File: config.mk
export PLATFORM = sky130hd
export DESIGN_NAME = memory_map_decoder
export DESIGN_NICKNAME = d
export VERILOG_FILES = /design/src/rtl/memory_map_pkg.sv /design/src/rtl/memory_map_decoder.sv /design/src/rtl/map_resolve.sv
export VERILOG_INCLUDE_DIRS = /design/src /design/src/rtl
export SDC_FILE = /design/constraint.sdc
export NUM_CORES = 1
export LEC_CHECK = 0
export ABC_CLOCK_PERIOD_IN_PS = 1900
export BUFFER_PORTS_ARGS = -buffer_cell sky130_fd_sc_hd__clkbuf_2
export CELL_PAD_IN_SITES_DETAIL_PLACEMENT = 0
export CELL_PAD_IN_SITES_GLOBAL_PLACEMENT = 1
export CORE_AREA = 2 2 88 90
export DETAILED_ROUTE_END_ITERATION = 10
export DIE_AREA = 0 0 90 92
export PLACE_DENSITY_LB_ADDON = 0.1
export SLEW_MARGIN = 20
export SYNTH_ARGS = -nofsm -noshare
export SYNTH_HDL_FRONTEND = slang
export SYNTH_SLANG_ARGS = --single-unit
File: constraint.sdc
create_clock -name pclk -period 1.9 [get_ports pclk]
set_clock_uncertainty 0.15 [all_clocks]
set_input_delay 0.285 -clock pclk [delete_from_list [all_inputs] [get_ports pclk]]
set_output_delay 0.285 -clock pclk [all_outputs]
set_load 0.1 [all_outputs]
File: src/rtl/memory_map_defs.svh
// constants for the address-map decoder: offsets, fields, reset values, windows
`ifndef MEMORY_MAP_DEFS_SVH
`define MEMORY_MAP_DEFS_SVH

// register indices; byte address is four times the index
`define MM_IDX_RAM_POS 6'h10
`define MM_IDX_REG_POS 6'h11
`define MM_IDX_EE_POS 6'h12
`define MM_IDX_MISC 6'h13

// position registers: five-bit base in bits 7..3, eeprom base in 7..4
`define MM_BASE5_HI 7
`define MM_BASE5_LO 3
`define MM_EE_BASE_HI 7
`define MM_EE_BASE_LO 4
`define MM_EE_ENABLE 0

// misc mapping control fields
`define MM_FLASH_SWAP 7
`define MM_NARROW_FOLLOW 6
`define MM_FOLLOW_STR_HI 5
`define MM_FOLLOW_STR_LO 4
`define MM_EXT_STR_HI 3
`define MM_EXT_STR_LO 2
`define MM_SMALL_FLASH_EN 1
`define MM_LARGE_FLASH_EN 0

// reset values
`define MM_RAM_POS_RST 8'h00
`define MM_REG_POS_RST 8'h00
`define MM_EE_POS_RST 8'h01
`define MM_MISC_RST 8'h0c
`define MM_FLASH_EN_SC 2'b11

// window details inside the aligned blocks
`define MM_REG_SUB 2'b00
`define MM_FOLLOW_SUB 2'b01
`define MM_EE_SUB 2'b11
`define MM_FLASH_HOLE 3'h0
`define MM_DEBUG_PAGE 8'hff

`endif

File: src/rtl/memory_map_pkg.sv
// types shared by the address-map decoder files
package memory_map_pkg;
   // resource claimed by one access
   typedef enum logic [3:0] {
      res_none,
      res_debug_rom,
      res_registers,
      res_ram,
      res_eeprom,
      res_small_flash,
      res_large_flash,
      res_following,
      res_external
   } resource_t;
endpackage

File: src/rtl/memory_map_decoder.sv
// address-map decoder with apb mapping registers and registered decode result
`timescale 1ns/10ps
`default_nettype none
`include "memory_map_defs.svh"

module memory_map_decoder
#(
   parameter int ADDR_W = 8
)
(
   input wire logic pclk,
   input wire logic presetn,
   input wire logic psel,
   input wire logic penable,
   input wire logic pwrite,
   input wire logic [ADDR_W-1:0] paddr,
   input wire logic [31:0] pwdata,
   input wire logic [3:0] pstrb,
   output logic [31:0] prdata,
   output logic pready,
   output logic pslverr,
   input wire logic mode_special,
   input wire logic mode_expanded,
   input wire logic mode_wide,
   input wire logic debug_rom_active,
   input wire logic acc_valid,
   input wire logic [15:0] acc_addr,
   input wire logic acc_16bit,
   output logic dec_valid,
   output memory_map_pkg::resource_t dec_resource,
   output logic dec_bus_wide,
   output logic [1:0] dec_stretch,
   output logic dec_addr0,
   output logic low_byte_strobe_n
);
   import memory_map_pkg::*;

   localparam logic [ADDR_W-1:0] ADR_RAM = ADDR_W'({`MM_IDX_RAM_POS, 2'b00});
   localparam logic [ADDR_W-1:0] ADR_REG = ADDR_W'({`MM_IDX_REG_POS, 2'b00});
   localparam logic [ADDR_W-1:0] ADR_EE = ADDR_W'({`MM_IDX_EE_POS, 2'b00});
   localparam logic [ADDR_W-1:0] ADR_MISC = ADDR_W'({`MM_IDX_MISC, 2'b00});

   logic [7:0] ram_pos_q;
   logic [7:0] reg_pos_q;
   logic [7:0] ee_pos_q;
   logic [7:0] misc_q;
   logic [3:0] written_q;
   logic init_q;
   logic [3:0] hit;
   logic mapped;
   logic setup;
   logic wr_fire;
   logic [3:0] wr_ok;
   logic [7:0] rd_byte;
   resource_t res_d;
   logic wide_d;
   logic [1:0] stretch_d;
   logic low_byte_strobe_n_d;

   // apb phases: one setup cycle, answered in the following access cycle
   always_comb
   begin
      setup = psel && !penable;
      hit[0] = paddr == ADR_RAM;
      hit[1] = paddr == ADR_REG;
      hit[2] = paddr == ADR_EE;
      hit[3] = paddr == ADR_MISC;
      mapped = |hit;
      wr_fire = psel && penable && pready && pwrite && pstrb[0];
   end

   // write-once gate per register; special modes never lock
   genvar g;
   generate
      for (g = 0; g < 4; g++)
      begin : g_lock
         assign wr_ok[g] = wr_fire && hit[g] && (mode_special || !written_q[g]);
      end
   endgenerate

   // lock flags; any landed write arms the lock
   always_ff @(posedge pclk or negedge presetn)
   begin
      if (!presetn)
         written_q <= 4'h0;
      else
         written_q <= written_q | ({4{wr_fire}} & hit);
   end

   // ram position; low bits held at zero
   always_ff @(posedge pclk or negedge presetn)
   begin
      if (!presetn)
         ram_pos_q <= `MM_RAM_POS_RST;
      else if (wr_ok[0])
         ram_pos_q <= {pwdata[`MM_BASE5_HI:`MM_BASE5_LO], 3'b000};
   end

   // register block position, following space rides along with it
   always_ff @(posedge pclk or negedge presetn)
   begin
      if (!presetn)
         reg_pos_q <= `MM_REG_POS_RST;
      else if (wr_ok[1])
         reg_pos_q <= {pwdata[`MM_BASE5_HI:`MM_BASE5_LO], 3'b000};
   end

   // eeprom position: base bits and enable
   always_ff @(posedge pclk or negedge presetn)
   begin
      if (!presetn)
         ee_pos_q <= `MM_EE_POS_RST;
      else if (wr_ok[2])
      begin
         ee_pos_q <= '0;
         ee_pos_q[`MM_EE_BASE_HI:`MM_EE_BASE_LO] <= pwdata[`MM_EE_BASE_HI:`MM_EE_BASE_LO];
         ee_pos_q[`MM_EE_ENABLE] <= pwdata[`MM_EE_ENABLE];
      end
   end

   // mode strap seen once after reset release, never under the async reset
   always_ff @(posedge pclk or negedge presetn)
   begin
      if (!presetn)
         init_q <= 1'b0;
      else
         init_q <= 1'b1;
   end

   // misc control; flash enables follow the mode on the first clock
   always_ff @(posedge pclk or negedge presetn)
   begin
      if (!presetn)
         misc_q <= `MM_MISC_RST;
      else if (wr_ok[3])
         misc_q <= pwdata[7:0];
      else if (!init_q && !mode_expanded)
         misc_q[`MM_SMALL_FLASH_EN:`MM_LARGE_FLASH_EN] <= `MM_FLASH_EN_SC;
   end

   // read mux, all registers readable at any time
   always_comb
   begin
      rd_byte = 8'h00;
      case (1'b1)
         hit[0]: rd_byte = ram_pos_q;
         hit[1]: rd_byte = reg_pos_q;
         hit[2]: rd_byte = ee_pos_q;
         hit[3]: rd_byte = misc_q;
         default: rd_byte = 8'h00;
      endcase
   end

   // answer staged in setup so every bus output is a flop
   always_ff @(posedge pclk or negedge presetn)
   begin
      if (!presetn)
      begin
         pready <= 1'b0;
         pslverr <= 1'b0;
         prdata <= 32'h0000_0000;
      end
      else
      begin
         pready <= setup;
         pslverr <= setup && !mapped; // unmapped offsets answer with an error
         prdata <= (setup && !pwrite) ? {24'h00_0000, rd_byte} : 32'h0000_0000;
      end
   end

   // priority decode of the presented access against the live map
   map_resolve u_resolve
   (
      .addr(acc_addr),
      .ram_pos(ram_pos_q),
      .reg_pos(reg_pos_q),
      .ee_pos(ee_pos_q),
      .misc(misc_q),
      .mode_expanded(mode_expanded),
      .mode_wide(mode_wide),
      .debug_rom_active(debug_rom_active),
      .resource(res_d),
      .bus_wide(wide_d),
      .stretch(stretch_d)
   );

   // strobe: high only for byte at even, or misaligned word into ram
   always_comb
   begin
      if (acc_16bit)
         low_byte_strobe_n_d = acc_addr[0] && res_d == res_ram;
      else
         low_byte_strobe_n_d = !acc_addr[0];
   end

   // result register; a map write lands one cycle before its first use
   always_ff @(posedge pclk or negedge presetn)
   begin
      if (!presetn)
      begin
         dec_valid <= 1'b0;
         dec_resource <= res_none;
         dec_bus_wide <= 1'b1;
         dec_stretch <= 2'b00;
         dec_addr0 <= 1'b0;
         low_byte_strobe_n <= 1'b1;
      end
      else
      begin
         dec_valid <= acc_valid;
         dec_resource <= acc_valid ? res_d : res_none;
         dec_bus_wide <= acc_valid ? wide_d : 1'b1;
         dec_stretch <= acc_valid ? stretch_d : 2'b00;
         dec_addr0 <= acc_valid && acc_addr[0];
         low_byte_strobe_n <= acc_valid ? low_byte_strobe_n_d : 1'b1;
      end
   end
endmodule
`default_nettype wire

File: src/rtl/map_resolve.sv
// combinational priority decode of one address against the current map
`timescale 1ns/10ps
`default_nettype none
`include "memory_map_defs.svh"

module map_resolve
(
   input wire logic [15:0] addr,
   input wire logic [7:0] ram_pos,
   input wire logic [7:0] reg_pos,
   input wire logic [7:0] ee_pos,
   input wire logic [7:0] misc,
   input wire logic mode_expanded,
   input wire logic mode_wide,
   input wire logic debug_rom_active,
   output memory_map_pkg::resource_t resource,
   output logic bus_wide,
   output logic [1:0] stretch
);
   import memory_map_pkg::*;

   logic in_reg_win;
   logic hit_reg;
   logic hit_follow;
   logic hit_ram;
   logic hit_ee;
   logic hit_small;
   logic hit_large;
   logic swap;

   // window matches
   always_comb
   begin
      swap = misc[`MM_FLASH_SWAP];
      in_reg_win = addr[15:11] == reg_pos[`MM_BASE5_HI:`MM_BASE5_LO];
      hit_reg = in_reg_win && addr[10:9] == `MM_REG_SUB;
      hit_follow = in_reg_win && addr[10:9] == `MM_FOLLOW_SUB;
      hit_ram = addr[15:11] == ram_pos[`MM_BASE5_HI:`MM_BASE5_LO];
      hit_ee = ee_pos[`MM_EE_ENABLE]
         && addr[15:12] == ee_pos[`MM_EE_BASE_HI:`MM_EE_BASE_LO]
         && addr[11:10] == `MM_EE_SUB;
      // small array fills its half except the lowest 4K
      hit_small = misc[`MM_SMALL_FLASH_EN] && addr[15] == swap
         && addr[14:12] != `MM_FLASH_HOLE;
      hit_large = misc[`MM_LARGE_FLASH_EN] && addr[15] == !swap;
   end

   // priority: debug rom, registers, ram, eeprom, flash, external
   always_comb
   begin
      resource = res_none;
      bus_wide = 1'b1;
      stretch = 2'b00;
      if (debug_rom_active && addr[15:8] == `MM_DEBUG_PAGE)
         resource = res_debug_rom;
      else if (hit_reg)
         resource = res_registers;
      else if (hit_ram)
         resource = res_ram;
      else if (hit_ee)
         resource = res_eeprom;
      else if (hit_small)
         resource = res_small_flash;
      else if (hit_large)
         resource = res_large_flash;
      else if (mode_expanded)
      begin
         // narrow modes never widen; stretch only exists off chip
         if (hit_follow)
         begin
            resource = res_following;
            bus_wide = mode_wide && !misc[`MM_NARROW_FOLLOW];
            stretch = misc[`MM_FOLLOW_STR_HI:`MM_FOLLOW_STR_LO];
         end
         else
         begin
            resource = res_external;
            bus_wide = mode_wide;
            stretch = misc[`MM_EXT_STR_HI:`MM_EXT_STR_LO];
         end
      end
   end
endmodule
`default_nettype wire

==> metrics.md <==
| Metric | Value |
|---|---|
| Initial DRT Pass Iterations | `4` |
| CTS H-tree depth | `2` |
| Max clock buf depth | `2` |
| Post-Synth Simple-Gate Area | `11.1%` |
| Outcome | `finished, violations left` |
| Antenna diodes | `0` |
| Sink Count | `48` |
| MaxCap Viol Count | `0` |
| Clk_lat worst skew | `0.31 ns` |
| Power Dens Cells | `755 mW/mm^2` |
| Vias in the first global route | `1714` |
| WP data required | `1.94 ns` |
| Peak supply drop | `0.000346 V` |
| Post-DP HPWL | `4320 um` |
| RSZ-0062 raised after global routing | `yes` |
| Family with the most delay on the worst path | `flip-flops` |
| Vias | `1741` |
| Critical path class | `reg2reg` |
| WL/cell | `14.1 um` |
| Initial core utilization | `33.8%` |
| DRC errors left | `0` |
| Critical path buffer and inverter count | `2` |
| Cell Chain, Critical Path | `nand2_2 -> or3_4 -> buf_6 -> a211oi_4 -> buf_4 -> mux2_4` |
| Yosys warning count | `0` |
| Worst-path fanout max | `3` |
| Root buffer cell | `clkbuf_8` |
| Adder-cell share of the synthesized area | `0%` |
| Commonest cells after routing, fill and taps aside | `clkbuf_2, dfrtp_1, conb_1` |
| Setup Buffers After CTS | `0` |
| Routed Antenna Nets | `0` |
| Met3 wire len | `202 um` |
| Worst path max stage delay | `0.42 ns` |
| Worst-Margin Slew | `0.547 ns` |
| Highest metal used | `met4` |
| Core area | `0.00745 sq mm` |
| Crit path DAT | `1.95 ns` |
| Synthesis-to-layout area growth | `27.0%` |
| Reg clk slew, reported paths | `0.10 ns` |
| # rows | `32` |
| Final WS setup | `-0.00378 ns` |
| Die footprint | `0.00828 sq mm` |
| Minimum clock period | `1.90 ns` |
| Main combinational cell family by area after synthesis | `multiplexers` |
| Initial antenna violation count | `0` |
| Seq/Total Area, Yosys | `48.0%` |
| Mapped Avg Cell Area | `11.8 sq um` |
| Fin. max-slew vios | `0` |
| Global-route wire length before repair | `9110 um` |
| Placed inst area | `0.00300 sq mm` |
| Layout cells sized above 1 | `43.6%` |
| Cells after Synth | `213` |
| Highest clock rate | `525 MHz` |
| Hold Path Class | `in2reg` |
| Synth Area in Compound Gates | `8.66%` |
| Synth async-reset ratio | `100%` |
| WL final | `5560 um` |
| Register bit total from synthesis | `48` |
| DRT iter0 DRCs | `76` |
| PortBufs | `56` |
| Hold_ws | `0.0263 ns` |
| Post-synthesis mux area share | `16.6%` |
| Tcrit/Tclk final | `100%` |
| Die Height | `92 um` |
| Crit-path slowest cell | `dfrtp_4` |
| Largest net degree at the start of global routing | `49` |
| Post-synthesis xor/xnor area fraction | `5.22%` |
| Startpoint types | `register` |
| Hold Fails Final Rpt | `0` |
| Number of flops mapped to enable cells by yosys | `0` |
| Nets | `361` |
| TritonCTS clock tree | `built` |
| Synth Cell Area | `0.00251 sq mm` |
| # IOs | `115` |
| TritonCTS buffer count | `5` |
| Vias per cell | `4.43` |
| Leakage | `1.57 nW` |
| Most common cell after layout, fill and taps aside | `clkbuf_2` |
| WL met1 | `2590 um` |
| Synth cell types | `44` |
| Setup violators final | `1` |
| Worst setup EP type | `register` |
| Final RePlAce weighted congestion | `0.793` |
| Gr ovfl total | `0` |
| Die Width | `90 um` |
| Max-slew headroom | `63.7%` |
| Met2 WL | `2700 um` |
| GRT Util Overall | `14.2%` |
| Post-route cell area | `0.00319 sq mm` |
| Failing checks | `setup timing` |
| Main synth FF type | `dfrtp_1` |
[through the flow]
stage                     setup slack, ns  power, mW  utilization, %  setup TNS, ns  instances
after global routing              -0.0423       2.51            42.9         -0.203        393
after detailed placement           -0.337       1.53            40.3          -6.36        383
final                            -0.00378       2.41            42.9       -0.00378        393
after CTS                        -0.00700       2.44            42.5       -0.00878        393
after global placement             -0.344       1.53            40.3          -6.44        383
after floorplan                    -0.200       1.46               -          -4.03        236
[worst reg2reg max path, stage by stage, from the launching register on]
cell and delay (ns):
dfrtp_4 0.42, nand2_2 0.04, or3_4 0.38, buf_6 0.14, a211oi_4 0.20, buf_4 0.17, mux2_4 0.29
[cells by family (layout without fill, tap and decap cells)]
| kind of cell | count (synthesis) | in the layout |
|---|---|---|
| DFF | 48 | 48 |
| other | 2 | 25 |
| buffers and inverters | 40 | 95 |
| AOI/OAI and AO/OA | 27 | 27 |
| and+or+nand+nor | 48 | 48 |
| xor gates and xnor gates | 15 | 15 |
| muxes | 33 | 33 |
[final cells by class]
class	count	area (sq um)
clock buffer	5	68.8
tap	102	128
clock inverter	3	68.8
multi-input combinational	148	1190
timing repair buffer	79	494
inverter	8	30.0
sequential	48	1210
fill	740	4250
[flip-flops by register name, summed over array words and instances (netlist names)]
name	cells
low_byte_strobe_n	1
reg_pos_q	5
pready	1
pslverr	1
misc_q	8
written_q	4
init_q	1
dec_bus_wide	1
dec_stretch	2
dec_valid	1
ee_pos_q	5
prdata	8
ram_pos_q	5
dec_resource	4
dec_addr0	1
[per-layer routing]
layer | up-vias | global-route usage, %
li1 | 843 | -
met1 | 851 | 19.1
met2 | 42 | 22.8
met3 | 5 | 3.70
met4 | 0 | 3.85
met5 | - | 0
[Yosys cell counts, types with 2 or more instances]
library cell	n	area [sq um]
and2_1	3	18.8
xor2_1	6	52.6
mux2_4	8	120
nor2_1	8	30.0
and3_1	2	12.5
mux2i_1	6	60.1
nand2_1	6	22.5
buf_6	2	22.5
nand2b_1	5	31.3
nand4_1	2	12.5
inv_1	8	30.0
o311a_1	2	20.0
clkbuf_1	5	18.8
dfrtp_1	43	1080
o21ai_0	5	25.0
mux4_2	2	45.0
nor2b_1	2	12.5
o31ai_1	2	15.0
a211oi_4	2	40.0
buf_4	24	180
a21oi_1	3	15.0
conb_1	2	7.51
xnor2_1	9	78.8
a221oi_1	3	26.3
or3_1	2	12.5
mux2_2	17	191
nor3_1	8	40.0
a211oi_1	2	15.0
nand3_1	3	15.0
o21bai_1	3	22.5
dfstp_2	5	131
[power by group]
| part | total, mW | internal [mW] | switching (mW) |
|---|---|---|---|
| Clock | 0.897 | 0.530 | 0.367 |
| Sequential | 1.04 | 1.04 | 0.00441 |
| Combinational | 0.473 | 0.0850 | 0.388 |
[timing repair]
| item | in CTS | in global routing |
|---|---|---|
| endpoints found under the hold margin | 44 | 0 |
| endpoints found under the setup margin | 9 | 13 |
| resized for setup | 2 | 8 |
| hold buffers | 2 | 0 |
[worst paths after layout]
check	slack, ns	cells past startpoint	end	from
setup / recovery	-0.004	6	reg_pos_q[6]	pready
hold / removal	0.03	2	dec_bus_wide	mode_wide
setup reg to reg	-0.004	6	reg_pos_q[6]	pready
hold reg to reg	0.32	2	written_q[0]	written_q[0]
max in group asynchronous	0.95	3	ee_pos_q[0]	presetn
min in group asynchronous	0.35	3	dec_valid	presetn
(Power assumes the default switching activity.)
